File: src/common/motor_status_pkg.sv
package motor_status_pkg;

  localparam int DATA_W = 32;
  localparam int ADDR_W = 12;

  // Offsets are register indexes; the byte address is four times the index.
  localparam logic [9:0] STATUS_ONE_INDEX = 10'h0e4;
  localparam logic [9:0] STATUS_TWO_INDEX = 10'h0ea;
  localparam logic [9:0] STATUS_THREE_INDEX = 10'h0ec;
  localparam logic [9:0] IRQ_STATUS_INDEX = 10'h0f0;
  localparam logic [9:0] IRQ_MASK_INDEX = 10'h0f1;

  localparam logic [31:0] STATUS_RESET = 32'h0000_0000;
  localparam logic [31:0] READ_IDLE = 32'h0000_0000;

  localparam int VOLT_MSB = 31;
  localparam int VOLT_LSB = 16;
  localparam int SPEED_CMD_MSB = 15;
  localparam int SPEED_CMD_LSB = 1;
  localparam int SERIAL_ENTRY_BIT = 0;
  localparam int STATE_MSB = 31;
  localparam int STATE_LSB = 28;
  localparam int SELFTEST_BIT = 17;
  localparam int MOTOR_SPEED_MSB = 15;
  localparam int MOTOR_SPEED_LSB = 0;
  localparam int CURRENT_MSB = 31;
  localparam int CURRENT_LSB = 16;
  localparam int POWER_MSB = 15;
  localparam int POWER_LSB = 0;

  localparam logic [3:0] STATE_SYSTEM_IDLE = 4'h0;
  localparam logic [3:0] STATE_MOTOR_START = 4'h1;
  localparam logic [3:0] STATE_RUN = 4'h2;
  localparam logic [3:0] STATE_SYSTEM_INIT = 4'h3;
  localparam logic [3:0] STATE_POSITION_DETECT = 4'h4;
  localparam logic [3:0] STATE_ALIGN = 4'h5;
  localparam logic [3:0] STATE_MOTOR_IDLE = 4'h6;
  localparam logic [3:0] STATE_STOP = 4'h7;
  localparam logic [3:0] STATE_FAULT = 4'h8;
  localparam logic [3:0] STATE_DIRECTION = 4'h9;
  localparam logic [3:0] STATE_SENSOR_ALIGN = 4'ha;
  localparam logic [3:0] STATE_COAST = 4'hc;
  localparam logic [3:0] STATE_BRAKING = 4'hd;
  localparam logic [3:0] STATE_NOT_APPLICABLE = 4'hf;

  localparam int EVT_STATE_CHANGE = 0;
  localparam int EVT_SELFTEST_FAIL = 1;
  localparam int EVT_SERIAL_ENTRY = 2;
  localparam int EVT_COUNT = 3;
  localparam logic [2:0] IRQ_RESET = 3'h0;

  typedef enum logic [2:0] {
    sel_none, sel_status_one, sel_status_two, sel_status_three, sel_irq_status, sel_irq_mask
  } reg_sel_t;

  function automatic reg_sel_t decode_reg(input logic [11:0] addr);
    reg_sel_t sel;
    sel = sel_none;
    if (addr == {STATUS_ONE_INDEX, 2'b00}) begin
      sel = sel_status_one;
    end else if (addr == {STATUS_TWO_INDEX, 2'b00}) begin
      sel = sel_status_two;
    end else if (addr == {STATUS_THREE_INDEX, 2'b00}) begin
      sel = sel_status_three;
    end else if (addr == {IRQ_STATUS_INDEX, 2'b00}) begin
      sel = sel_irq_status;
    end else if (addr == {IRQ_MASK_INDEX, 2'b00}) begin
      sel = sel_irq_mask;
    end
    return sel;
  endfunction

  // Codes 0xb and 0xe have no meaning and are reported as not applicable.
  function automatic logic [3:0] normalise_state(input logic [3:0] code);
    logic [3:0] res;
    res = code;
    if (code == 4'hb || code == 4'he) begin
      res = STATE_NOT_APPLICABLE;
    end
    return res;
  endfunction

endpackage

File: src/common/status_snapshot_if.sv
`timescale 1ns/1ps
`default_nettype none
interface status_snapshot_if;
  logic [15:0] supply_voltage_reading;
  logic [14:0] speed_request;
  logic serial_entry;
  logic [3:0] state_code;
  logic selftest_fail_flag;
  logic [15:0] motor_speed;
  logic [15:0] bus_current_reading;
  logic [15:0] input_power_reading;
  logic [2:0] event_pulse;

  modport producer (
    output supply_voltage_reading, speed_request, serial_entry, state_code,
    output selftest_fail_flag, motor_speed, bus_current_reading, input_power_reading, event_pulse
  );
  modport consumer (
    input supply_voltage_reading, speed_request, serial_entry, state_code,
    input selftest_fail_flag, motor_speed, bus_current_reading, input_power_reading, event_pulse
  );
endinterface
`default_nettype wire

File: src/motor_system_status_regs.sv
// Strobed register access was chosen for this implementation.
`timescale 1ns/1ps
`default_nettype none
// Function
// Status one bits 31..16 report supply voltage in tenths of a volt.
// Status one bits 15..1 report decoded speed request, 32767 is full.
// Status one bit 0 is set when serial mode came from pin sequence.
// Status two bits 31..28 show the current control state code, kept current.
// State codes follow the fixed table; unlisted codes read as not applicable.
// Status two bit 17 reads one on self-test failure, zero on pass.
// Status two bits 15..0 report electrical speed in tenths of a hertz.
// Status registers sit at indexes E4, EA, EC and reset to zero.
// Host leaves other offsets of this group untouched.
// Status three bits 31..16 report bus current in 1/256 ampere.
// Status three bits 15..0 report input power in 1/64 watt.
// Writes to status registers do nothing; reserved bits read as zero.
module motor_system_status_regs (
  input wire logic core_clk, // system clock, 200 MHz
  input wire logic reset, // synchronous reset, active high
  input wire logic [11:0] reg_addr, // register byte address
  input wire logic [31:0] reg_wdata, // register write data
  input wire logic reg_wr, // write strobe, one cycle
  input wire logic reg_rd, // read strobe, one cycle
  output logic [31:0] reg_rdata, // read data, valid the cycle after reg_rd
  output logic irq, // level interrupt
  input wire logic [15:0] supply_voltage_reading, // supply in tenths of a volt
  input wire logic [14:0] speed_request, // decoded speed request
  input wire logic serial_entry, // serial mode entered by pin sequence
  input wire logic [3:0] state_code, // control state code
  input wire logic selftest_fail_flag, // self-test failed
  input wire logic [15:0] motor_speed, // electrical speed in tenths of a hertz
  input wire logic [15:0] bus_current_reading, // bus current in 1/256 A
  input wire logic [15:0] input_power_reading // input power in 1/64 W
);

  ////////////////////////////////////////////////////////////////////////////////

  status_snapshot_if snap_bus ();

  motor_status_pkg::reg_sel_t rd_sel;
  motor_status_pkg::reg_sel_t wr_sel;
  logic [31:0] read_value;
  logic [2:0] irq_status_reg;
  logic [2:0] irq_mask_reg;
  logic clear_hit;

  status_sampler sampler (
    .core_clk(core_clk),
    .reset(reset),
    .supply_voltage_reading(supply_voltage_reading),
    .speed_request(speed_request),
    .serial_entry(serial_entry),
    .state_code(state_code),
    .selftest_fail_flag(selftest_fail_flag),
    .motor_speed(motor_speed),
    .bus_current_reading(bus_current_reading),
    .input_power_reading(input_power_reading),
    .bus(snap_bus)
  );

  ////////////////////////////////////////////////////////////////////////////////

  assign rd_sel = motor_status_pkg::decode_reg(reg_addr);
  assign wr_sel = motor_status_pkg::decode_reg(reg_addr);

  // Writes reach only the interrupt registers; anything else is dropped silently.
  assign clear_hit = reg_wr && wr_sel == motor_status_pkg::sel_irq_status;

  always_comb begin
    read_value = motor_status_pkg::STATUS_RESET;
    case (rd_sel)
      motor_status_pkg::sel_status_one: begin
        read_value[motor_status_pkg::VOLT_MSB:motor_status_pkg::VOLT_LSB] =
          snap_bus.supply_voltage_reading;
        read_value[motor_status_pkg::SPEED_CMD_MSB:motor_status_pkg::SPEED_CMD_LSB] =
          snap_bus.speed_request;
        read_value[motor_status_pkg::SERIAL_ENTRY_BIT] = snap_bus.serial_entry;
      end
      motor_status_pkg::sel_status_two: begin
        read_value[motor_status_pkg::STATE_MSB:motor_status_pkg::STATE_LSB] =
          snap_bus.state_code;
        read_value[motor_status_pkg::SELFTEST_BIT] = snap_bus.selftest_fail_flag;
        read_value[motor_status_pkg::MOTOR_SPEED_MSB:motor_status_pkg::MOTOR_SPEED_LSB] =
          snap_bus.motor_speed;
      end
      motor_status_pkg::sel_status_three: begin
        read_value[motor_status_pkg::CURRENT_MSB:motor_status_pkg::CURRENT_LSB] =
          snap_bus.bus_current_reading;
        read_value[motor_status_pkg::POWER_MSB:motor_status_pkg::POWER_LSB] =
          snap_bus.input_power_reading;
      end
      motor_status_pkg::sel_irq_status: begin
        read_value[2:0] = irq_status_reg;
      end
      motor_status_pkg::sel_irq_mask: begin
        read_value[2:0] = irq_mask_reg;
      end
      default: begin
        read_value = motor_status_pkg::STATUS_RESET;
      end
    endcase
  end

  // Read data stand for exactly one cycle so a stale word is never mistaken for an answer.
  always_ff @(posedge core_clk) begin
    if (reset) begin
      reg_rdata <= motor_status_pkg::STATUS_RESET;
    end else if (reg_rd) begin
      reg_rdata <= read_value;
    end else begin
      reg_rdata <= motor_status_pkg::READ_IDLE;
    end
  end

  ////////////////////////////////////////////////////////////////////////////////

  // A new event in the clearing cycle wins, so no event is lost to a racing clear.
  genvar gi;
  generate
    for (gi = 0; gi < motor_status_pkg::EVT_COUNT; gi++) begin : g_irq_bit
      always_ff @(posedge core_clk) begin
        if (reset) begin
          irq_status_reg[gi] <= 1'b0;
        end else if (snap_bus.event_pulse[gi]) begin
          irq_status_reg[gi] <= 1'b1;
        end else if (clear_hit && reg_wdata[gi]) begin
          irq_status_reg[gi] <= 1'b0;
        end
      end
    end
  endgenerate

  always_ff @(posedge core_clk) begin
    if (reset) begin
      irq_mask_reg <= motor_status_pkg::IRQ_RESET;
    end else if (reg_wr && wr_sel == motor_status_pkg::sel_irq_mask) begin
      irq_mask_reg <= reg_wdata[2:0];
    end
  end

  // The level lags the status bits by one cycle; this keeps the output a flip-flop.
  always_ff @(posedge core_clk) begin
    if (reset) begin
      irq <= 1'b0;
    end else begin
      irq <= |(irq_status_reg & irq_mask_reg);
    end
  end
endmodule
`default_nettype wire

File: src/status_sampler.sv
`timescale 1ns/1ps
`default_nettype none
module status_sampler (
  input wire logic core_clk, // system clock
  input wire logic reset, // synchronous reset, active high
  input wire logic [15:0] supply_voltage_reading, // supply in tenths of a volt
  input wire logic [14:0] speed_request, // decoded speed request
  input wire logic serial_entry, // serial mode entered by pin sequence
  input wire logic [3:0] state_code, // raw control state code
  input wire logic selftest_fail_flag, // self-test failed
  input wire logic [15:0] motor_speed, // electrical speed in tenths of a hertz
  input wire logic [15:0] bus_current_reading, // bus current in 1/256 A
  input wire logic [15:0] input_power_reading, // input power in 1/64 W
  status_snapshot_if.producer bus // registered snapshot and events
);

  ////////////////////////////////////////////////////////////////////////////////

  // One snapshot per cycle keeps every field of a register from the same instant.
  always_ff @(posedge core_clk) begin
    if (reset) begin
      bus.supply_voltage_reading <= 16'h0000;
      bus.speed_request <= 15'h0000;
      bus.serial_entry <= 1'b0;
      bus.state_code <= 4'h0;
      bus.selftest_fail_flag <= 1'b0;
      bus.motor_speed <= 16'h0000;
      bus.bus_current_reading <= 16'h0000;
      bus.input_power_reading <= 16'h0000;
    end else begin
      bus.supply_voltage_reading <= supply_voltage_reading;
      bus.speed_request <= speed_request;
      bus.serial_entry <= serial_entry;
      bus.state_code <= motor_status_pkg::normalise_state(state_code);
      bus.selftest_fail_flag <= selftest_fail_flag;
      bus.motor_speed <= motor_speed;
      bus.bus_current_reading <= bus_current_reading;
      bus.input_power_reading <= input_power_reading;
    end
  end

  always_ff @(posedge core_clk) begin
    if (reset) begin
      bus.event_pulse <= 3'h0;
    end else begin
      bus.event_pulse[motor_status_pkg::EVT_STATE_CHANGE] <=
        motor_status_pkg::normalise_state(state_code) != bus.state_code;
      bus.event_pulse[motor_status_pkg::EVT_SELFTEST_FAIL] <=
        selftest_fail_flag && !bus.selftest_fail_flag;
      bus.event_pulse[motor_status_pkg::EVT_SERIAL_ENTRY] <= serial_entry && !bus.serial_entry;
    end
  end
endmodule
`default_nettype wire

File: config.mk
export PLATFORM = sky130hd
export DESIGN_NAME = motor_system_status_regs
export DESIGN_NICKNAME = d
export VERILOG_FILES = /design/src/common/motor_status_pkg.sv /design/src/common/status_snapshot_if.sv /design/src/motor_system_status_regs.sv /design/src/status_sampler.sv
export SDC_FILE = /design/constraint.sdc
export NUM_CORES = 1
export LEC_CHECK = 0
export BUFFER_PORTS_ARGS = -buffer_cell sky130_fd_sc_hd__buf_2
export CAP_MARGIN = 20
export CORE_MARGIN = 1.5
export CORE_UTILIZATION = 45
export CTS_CLUSTER_DIAMETER = 40
export DETAILED_ROUTE_END_ITERATION = 8
export PLACE_DENSITY = 0.75
export SYNTH_ARGS = -nofsm -noshare
export SYNTH_HDL_FRONTEND = slang
export SYNTH_SLANG_ARGS = --single-unit
export TNS_END_PERCENT = 1
File: constraint.sdc
create_clock -name core_clk -period 1.66 [get_ports core_clk]
set_clock_uncertainty 0.05 [all_clocks]
set_input_delay 0.083 -clock core_clk [delete_from_list [all_inputs] [get_ports core_clk]]
set_output_delay 0.083 -clock core_clk [all_outputs]
set_load 0.02 [all_outputs]
# --- After elaboration in Yosys (flattened, before gate mapping) ---
# Cells that the tools add are included.
totals:
  reg_bits: 127
  output_inout_bits: 33
op_classes:
  mux: 19
  bitwise_logic: 2
  eq_ne: 13
  reduce_logical: 15
op_table:
  columns: ["operator", "count"]
  rows:
  - ["$eq 12x10->1 const B", 5]
  - ["$pmux 13 s3", 1]
  - ["$pmux 10 s2", 1]
  - ["$mux 3", 5]
  - ["$pmux 3 s5", 1]
  - ["$pmux 4 s3", 1]
  - ["$eq 4x4->1 const B", 2]
  - ["$mux 4", 2]
  - ["$logic_and 1x1->1", 7]
  - ["$eq 3x2->1 const B", 2]
  - ["$eq 3x3->1 const B", 2]
  - ["$mux 1", 6]
  - ["$reduce_bool 2->1", 3]
  - ["$ne 4x4->1", 1]
  - ["$and 3x3->3", 1]
  - ["$eq 3x1->1 const B", 1]
  - ["$pmux 1 s3", 1]
  - ["$reduce_or 3->1", 1]
  - ["$logic_not 1->1", 2]
  - ["$pmux 1 s2", 1]
  - ["$reduce_or 2->1", 1]
  - ["$logic_or 1x1->1", 1]
  - ["$not 1->1", 1]

# --- Depth between registers and ports, before layout ---
# Gate-level depths: netlist of run 1.
depth:
  ltp_word: 11
  depth_mapped: 7
  mapped_depth_nobuf: 4

# --- Cells and area by module ---
# Synthesis of run 1 repeated with hierarchy kept, for this count alone.
hier_totals:
  hier_cells: 394
  area_unflattened_um2: 4267.8
by_module_without_submodules:
  columns: ["module", "area_per_inst_um2", "seq_area_each_um2", "instances", "cells_each"]
  rows:
  - ["status_sampler", 2403.6, 1761.7, 1, 191]
  - ["motor_system_status_regs", 1864.3, 780.7, 1, 203]

# --- Worst setup path after synthesis of run 1 ---
# No wires, ideal clock.
synth_path:
  path_type: "input to register"
  startpoint: "input reg_addr[1]"
  endpoint: "register irq_mask_reg[0]"
  setup_slack_ns: 0.271
  arrival_time_ns: 1.212
  setup_time_ns: 0.128
  stages: 4
  path_cell_list: "or4_4 and4bb_2 mux2i_1 nor2_1"
synth_between:
  elab_chain_cells: 8
  elab_cells_between_ends: 12
synth_lines:
  columns: ["item", "line_no", "text"]
  rows:
  - ["start: declaration", "motor_system_status_regs.sv:20", "input wire logic [11:0] reg_addr,"]
  - ["$eq 12x10->1", "motor_status_pkg.sv:67", "end else if (addr == {IRQ_MASK_INDEX, 2'b00}) begin"]
  - ["$mux 3", "motor_status_pkg.sv:67", null]
  - ["$mux 3", "motor_status_pkg.sv:65", "end else if (addr == {IRQ_STATUS_INDEX, 2'b00}) begin"]
  - ["$mux 3", "motor_status_pkg.sv:63", "end else if (addr == {STATUS_THREE_INDEX, 2'b00}) begin"]
  - ["$mux 3", "motor_status_pkg.sv:61", "end else if (addr == {STATUS_TWO_INDEX, 2'b00}) begin"]
  - ["$mux 3 (*)", "motor_status_pkg.sv:59", "if (addr == {STATUS_ONE_INDEX, 2'b00}) begin"]
  - ["$eq 3x3->1 (*)", "motor_system_status_regs.sv:136", "end else if (reg_wr && wr_sel == motor_status_pkg::sel_irq_mask) begin"]
  - ["$logic_and 1x1->1 (*)", "motor_system_status_regs.sv:136", null]
  - ["end signal: assignment", "motor_system_status_regs.sv:135", "irq_mask_reg <= motor_status_pkg::IRQ_RESET;"]
  - ["end signal: assignment", "motor_system_status_regs.sv:137", "irq_mask_reg <= reg_wdata[2:0];"]
  - ["end: declaration", "motor_system_status_regs.sv:44", "logic [2:0] irq_mask_reg;"]
# Mark *: on every way between the ends. The rest lies on a longest branch, timed or not.
# A chain may end at the register's enable or synchronous reset.

# --- Final worst setup path of run 1 ---
layout_path:
  startpoint: "input reg_addr[7]"
  endpoint: "register irq_status_reg[2]"
layout_between:
  elab_chain_cells: 10
  elab_cells_between_ends: 14
layout_lines:
  columns: ["item", "line_no", "text"]
  rows:
  - ["$eq 12x10->1", "motor_status_pkg.sv:67", null]
  - ["$mux 3", "motor_status_pkg.sv:67", null]
  - ["$mux 3", "motor_status_pkg.sv:65", null]
  - ["$mux 3", "motor_status_pkg.sv:63", null]
  - ["$mux 3", "motor_status_pkg.sv:61", null]
  - ["$mux 3 (*)", "motor_status_pkg.sv:59", null]
  - ["$eq 3x3->1 (*)", "motor_system_status_regs.sv:67", "assign clear_hit = reg_wr && wr_sel == motor_status_pkg::sel_irq_status;"]
  - ["$logic_and 1x1->1 (*)", "motor_system_status_regs.sv:67", null]
  - ["$logic_and 1x1->1 (*)", "motor_system_status_regs.sv:126", "end else if (clear_hit && reg_wdata[gi]) begin"]
  - ["$reduce_bool 2->1 (no source line) (*)", null, null]
  - ["end signal: indexed assignment", "motor_system_status_regs.sv:123", "irq_status_reg[gi] <= 1'b0;"]
  - ["end signal: indexed assignment", "motor_system_status_regs.sv:125", "irq_status_reg[gi] <= 1'b1;"]
  - ["end signal: indexed assignment", "motor_system_status_regs.sv:127", "irq_status_reg[gi] <= 1'b0;"]
  - ["end: declaration", "motor_system_status_regs.sv:43", "logic [2:0] irq_status_reg;"]
# Marked as above.

==> run metrics, run 1 <==
# setup viols final=0; worst-margin pin slew=0.570 ns; largest net degree at the start of global routing=94; # fillers=658; HPWL Detailed=5.86 mm; worst path required time=2.06 ns; crit end category=flip-flop; Detail Route Antenna Nets=0; dominant synthesized flop cell=dfxtp_1; horizontal die dimension=99.7 um; crit-path cells=dlygate4sd3_1 -> buf_2 -> and2_1 -> and4b_2 -> a311oi_2 -> dlygate4sd3_1; CTS sink count=127; Syn Area/Cell=10.7 um^2; number of flip-flops in the largest register=32; Clock Path Buffers=2; met1 usage=23.4%; CTS H-tree depth=4; diode count=0; Arr. time, crit path=2.04 ns; Ports=166; drt first pass iters=4; min Tclk post-route=1.64 ns; Synth area leaders=dfxtp_1, nor2b_1, mux2i_1, nor2_1, a21oi_1; outcome=finished clean; CP max FO=4; post-synthesis adder-cell area fraction=0%; Compound-Gate Fraction of Synth Area=5.92%; Simple-Gate Fraction of Synth Area=21.1%; Synth Register Bits=127; Clock Root Buffer=clkbuf_8; Final Hold Violating Endpoints=0; Post-Syn Instances=393; CP most frequent cell=dlygate4sd3_1; worst path bufs/invs=3; Die Y-Extent=99.7 um; TritonCTS Buffers=17; Global Route met2 Usage=42.8%; post-synthesis cell type count=33; Initial Util=45.9%; nets=762; DRC viols=0; antenna violations before repair=0; FP Rows=35; met3 usage=6.11%; Biggest register=reg_rdata; Post-Syn Nets=526; via density per instance=4.63; wire length per cell=14.3 um; Total Negative Setup Slacks=0 ns; YS warnings=0; Slew headroom=61.8%; Worst IR Drop VDD=686 uV; vias in the first global route=3,609; IO Port Bufs=136; Async S/R FF share, synth=0%; share of layout cells above drive strength 1=29.0%; # Post-CTS Setup Buffers=0; Synth Area in XOR/XNOR=0.417%; Pins Over Slew Limit=0; Area growth syn-to-layout=57.4%; Max Cap Viol=0; Cell Area, Synth=4200 um^2; post-synthesis mux area share=9.38%; combinational family with the most area after synthesis=simple AND/OR/NAND/NOR gates; crit path kind=input pin to flip-flop; Fmax achieved=0.611 GHz; CTS tree=done; Hold Crit Class=input pin to flip-flop; GR peak layer=met2; Die Area=9930 um^2; final worst path period share=98.5%; RSZ-0062 raised after global routing=true; Reg clk slew, reported paths=0.06 ns; clock latency at the later pin of the worst-skew pair=0.52 ns; overall via count from detail_route=3,486; number of synthesized flops with an enable pin=0; Seq/Total Area, Yosys=60.5%; grt ovf=0; Worst setup SP type=input pin; cell family with most CP delay=buffers and inverters; Routed WL=10.8 mm; most frequent cells after synthesis=dfxtp_1, nor2b_1, nor2_1, mux2i_1, a21oi_1; Final Core Density=72.3%; Slowest cell on crit path=dlygate4sd3_1; most numerous cell in the Yosys netlist=dfxtp_1; Initial DRC Count=70; largest area contributor in the netlist=dfxtp_1; Yosys top cell area share=60.5%; core area=9150 um^2; GRT Total Usage=22.8%; Cell Pwr Density=1190 nW/um^2; global-route wire length before repair=17.0 mm; GPL Wtd Cong=0.781; leakage dissipation=2.96 nW; CP max stage delay=0.58 ns
-- final timing paths --
check,startpoint,endpoint,slack (ns),cells past startpoint
worst max register to register,irq_status_reg[2],irq_status_reg[2],0.30,3
worst min register to register,sampler.bus.serial_entry,sampler.bus.event_pulse[2],0.37,1
worst min-delay path,reg_addr[10],reg_rdata[2],0.01,5
worst max-delay path,reg_addr[7],irq_status_reg[2],0.02,6
-- cell type report --
type	count	area [um^2]	area share [%]
multi-input combinational	240	1560	23.6
tap	111	139	2.10
clock inverter	14	228	3.44
timing repair buffer	239	1700	25.7
clock buffer	18	428	6.47
inverter	4	15.0	0.227
sequential	127	2540	38.4
-- cells in the final DEF, fill, tap and decap left out, types with 2 or more instances in the layout --
cell type      instances
a31oi_1                3
mux2_2                 3
nor2_1                62
nor2b_1               86
mux2i_1               36
dfxtp_1              127
buf_4                  7
and2_1                 2
a21oi_1               20
clkinvlp_4             3
buf_2                136
nand2_1                2
a311oi_2               2
o2bb2ai_1              3
dlygate4sd3_1         95
xor2_1                 2
inv_6                  4
a22oi_1                3
clkbuf_8               2
clkbuf_16             16
bufinv_16              5
inv_1                  4
-- metrics by stage --
| stage | area (um^2) | power (mW) | setup WS (ns) | hold slack (ns) | cells |
|---|---|---|---|---|---|
| after floorplan | 4200 | 3.49 | 0.271 | 0.112 | 393 |
| after global placement | 5000 | 3.66 | 0.0899 | 0.243 | 626 |
| after detailed placement | 5000 | 3.67 | 0.0297 | 0.245 | 626 |
| after CTS | 6620 | 7.90 | 0.112 | -0.00181 | 754 |
| after global routing | 6620 | 8.12 | -0.0257 | 0.0218 | 753 |
| final | 6620 | 7.87 | 0.0242 | 0.0129 | 753 |
-- power breakdown --
group | switching, mW | total [mW] | internal, mW
registers | 0.0389 | 3.21 | 3.17
logic | 0.229 | 0.595 | 0.366
clock network | 1.41 | 4.07 | 2.66
total | 1.68 | 7.87 | 6.20
-- routing by layer --
metal	wire length [um]	part of all wire, %
met2	5830	54
met5	0	0
met1	4260	40
met4	216	2.0
met3	450	4.2
-- repair_timing --
action / CTS / global route
resized for setup: 0 / 3
hold buffers: 96 / 0
endpoints found under the hold margin: 97 / 0
endpoints found under the setup margin: 0 / 3
-- logic make-up (layout without fill, tap and decap cells) --
logic type / Yosys count / in the layout
xor gates and xnor gates: 2 / 2
AOI/OAI and AO/OA: 37 / 37
buffers and inverters: 26 / 275
and+or+nand+nor: 162 / 162
DFF: 127 / 127
muxes: 39 / 39
-- tightest hold or removal path, cell delays in order --
cell and delay (ns):
buf_2 0.07, or4_4 0.13, nor4_4 0.05, o211ai_1 0.12
nor2_1 0.06
(Power assumes the default switching activity.)
==> run 2, diff against run 1 <==
- SETUP_SLACK_MARGIN: default -> 0.15
==> run 2 against run 1 <==
  * Non-clock buffer count stayed put
  * Die area did not move
  * Highest routed layer unchanged
  * Flip-flop and latch count is the same
  * Register-to-register slack barely moved
  * Largest power group unchanged
  * First-iteration DRC count is 5.7% higher
  * Routed wire length up 0.20%
  * Critical path type unchanged
  * Critical endpoint unchanged
==> run metrics, run 2 (synthesis results as in run 1) <==
outcome=finished clean; # setup viols final=0; reg2reg setup slack=0.30 ns; Arr. time, crit path=1.90 ns; Detail Route Antenna Nets=0; leakage dissipation=2.96 nW; Min Hold Slack=0.00947 ns; Biggest register=reg_rdata; Slew headroom=61.8%; CTS sink count=127; Setup crit end=irq_status_reg[2]; Place WS=0.0297 ns; depth of the worst register-to-register path=3; CP max stage delay=0.58 ns; Clock Root Buffer=clkbuf_8; cell family with most CP delay=buffers and inverters; critical path depth=5; Initial Util=45.9%; Max Cap Viol=0; grt ovf=0; core area=9150 um^2; worst path bufs/invs=3; drt first pass iters=4; CTS tree=done; DRC viols=0; CTS H-tree depth=4; Layout Cells excl Fill=753; cell area after placement=5000 um^2; min Tclk post-route=1.50 ns; wire length per cell=14.3 um; global-route wire length before repair=17.1 mm; Area growth syn-to-layout=57.6%; worst-margin pin slew=0.570 ns; via density per instance=4.64; horizontal die dimension=99.7 um; Ports=166; clock latency at the later pin of the worst-skew pair=0.52 ns; overall via count from detail_route=3,492; IO Port Bufs=136; antenna violations before repair=0; Slowest cell on crit path=dlygate4sd3_1; Pins Over Slew Limit=0; met2 wire length=5.83 mm; commonest non-fill, non-tap cell in the layout=buf_2; RSZ-0062 raised after global routing=true; R2R Path End=irq_status_reg[2]; Clock Path Buffers=2; design area=6630 um^2; Fmax achieved=0.669 GHz; r2r startpoint=irq_status_reg[2]; Reg clk slew, reported paths=0.06 ns; TritonCTS Buffers=17; Critical Path Start=reg_addr[2]; CP max FO=6; share of layout cells above drive strength 1=29.1%; # fillers=660; crit-path cells=dlygate4sd3_1 -> buf_2 -> and4b_2 -> a311oi_2 -> dlygate4sd3_1; GPL Wtd Cong=0.781; vias in the first global route=3,613; GRT Total Usage=22.8%; Final Hold Violating Endpoints=0; Worst IR Drop VDD=687 uV; diode count=0; Inst Count DP=626; FP Rows=35; number of flip-flops in the largest register=32; Cell Pwr Density=1190 nW/um^2; largest net degree at the start of global routing=94; final worst path period share=90.1%; Routed WL=10.8 mm; crit path kind=input pin to flip-flop; Die Area=9930 um^2; met3 WL=432 um; Max Used Layer=met4; Worst setup SP type=input pin; wl on met1=4.30 mm; worst path required time=2.07 ns; Hold Crit Class=input pin to flip-flop; Worst Hold Depth=5; commonest non-fill, non-tap cells in the layout=buf_2, dfxtp_1, dlygate4sd3_1, nor2b_1, nor2_1; Initial DRC Count=74; HPWL Detailed=5.86 mm; CP most frequent cell=dlygate4sd3_1; crit end category=flip-flop; Total Negative Setup Slacks=0 ns; Final WS setup=0.165 ns; Die Y-Extent=99.7 um; nets=762
## run 2: tightest hold or removal path: stages
cell and delay (ns):
buf_2 0.07, or4_4 0.13, nor4_4 0.05, o211ai_1 0.12, nor2_1 0.06
## run 2: layout make-up
| type | count | area (um^2) | share of cell area, % |
|---|---|---|---|
| sequential | 127 | 2540 | 38.4 |
| tap | 111 | 139 | 2.10 |
| multi-input combinational | 240 | 1570 | 23.7 |
| clock buffer | 18 | 428 | 6.46 |
| timing repair buffer | 239 | 1700 | 25.7 |
| inverter | 4 | 15.0 | 0.227 |
| clock inverter | 14 | 228 | 3.44 |
## run 2: repair_timing
| item | CTS | global route |
|---|---|---|
| buffers inserted | 0 | 0 |
| gates resized for setup | 0 | 4 |
| endpoints found under the hold margin | 97 | 0 |
| setup endpoints to repair | 0 | 3 |
| hold buffers | 96 | 0 |
## run 2: worst min-delay path by stage
| stage | from | endpoint |
|---|---|---|
| 6_report | reg_addr[10] | reg_rdata[2] |
| 5_1_grt | reg_addr[10] | reg_rdata[2] |
| 4_1_cts | reg_addr[10] | reg_rdata[2] |
| 3_5_place_dp | motor_speed[13] | sampler.bus.motor_speed[13] |
| 3_3_place_gp | bus_current_reading[2] | sampler.bus.bus_current_reading[2] |
| 2_1_floorplan | reset | sampler.bus.selftest_fail_flag |
## run 2: per-stage QoR
stage | utilization (%) | power, mW
2_1_floorplan | - | 3.49
3_3_place_gp | 54.6 | 3.66
3_5_place_dp | 54.6 | 3.67
4_1_cts | 72.3 | 7.90
5_1_grt | 72.4 | 8.13
6_report | 72.4 | 7.88
## run 2: layer usage
| metal | GRT usage, % | up-vias |
|---|---|---|
| met3 | 6.11 | 21 |
| met1 | 23.5 | 1618 |
| met4 | 10.5 | 0 |
| li1 | - | 1756 |
| met2 | 42.8 | 97 |
| met5 | 0 | - |
## run 2: power breakdown
part | internal [mW] | switching [mW] | leakage, nW
combinational | 0.366 | 0.230 | 1.60
sequential | 3.17 | 0.0386 | 1.05
clock | 2.66 | 1.41 | 0.311
total | 6.20 | 1.68 | 2.96
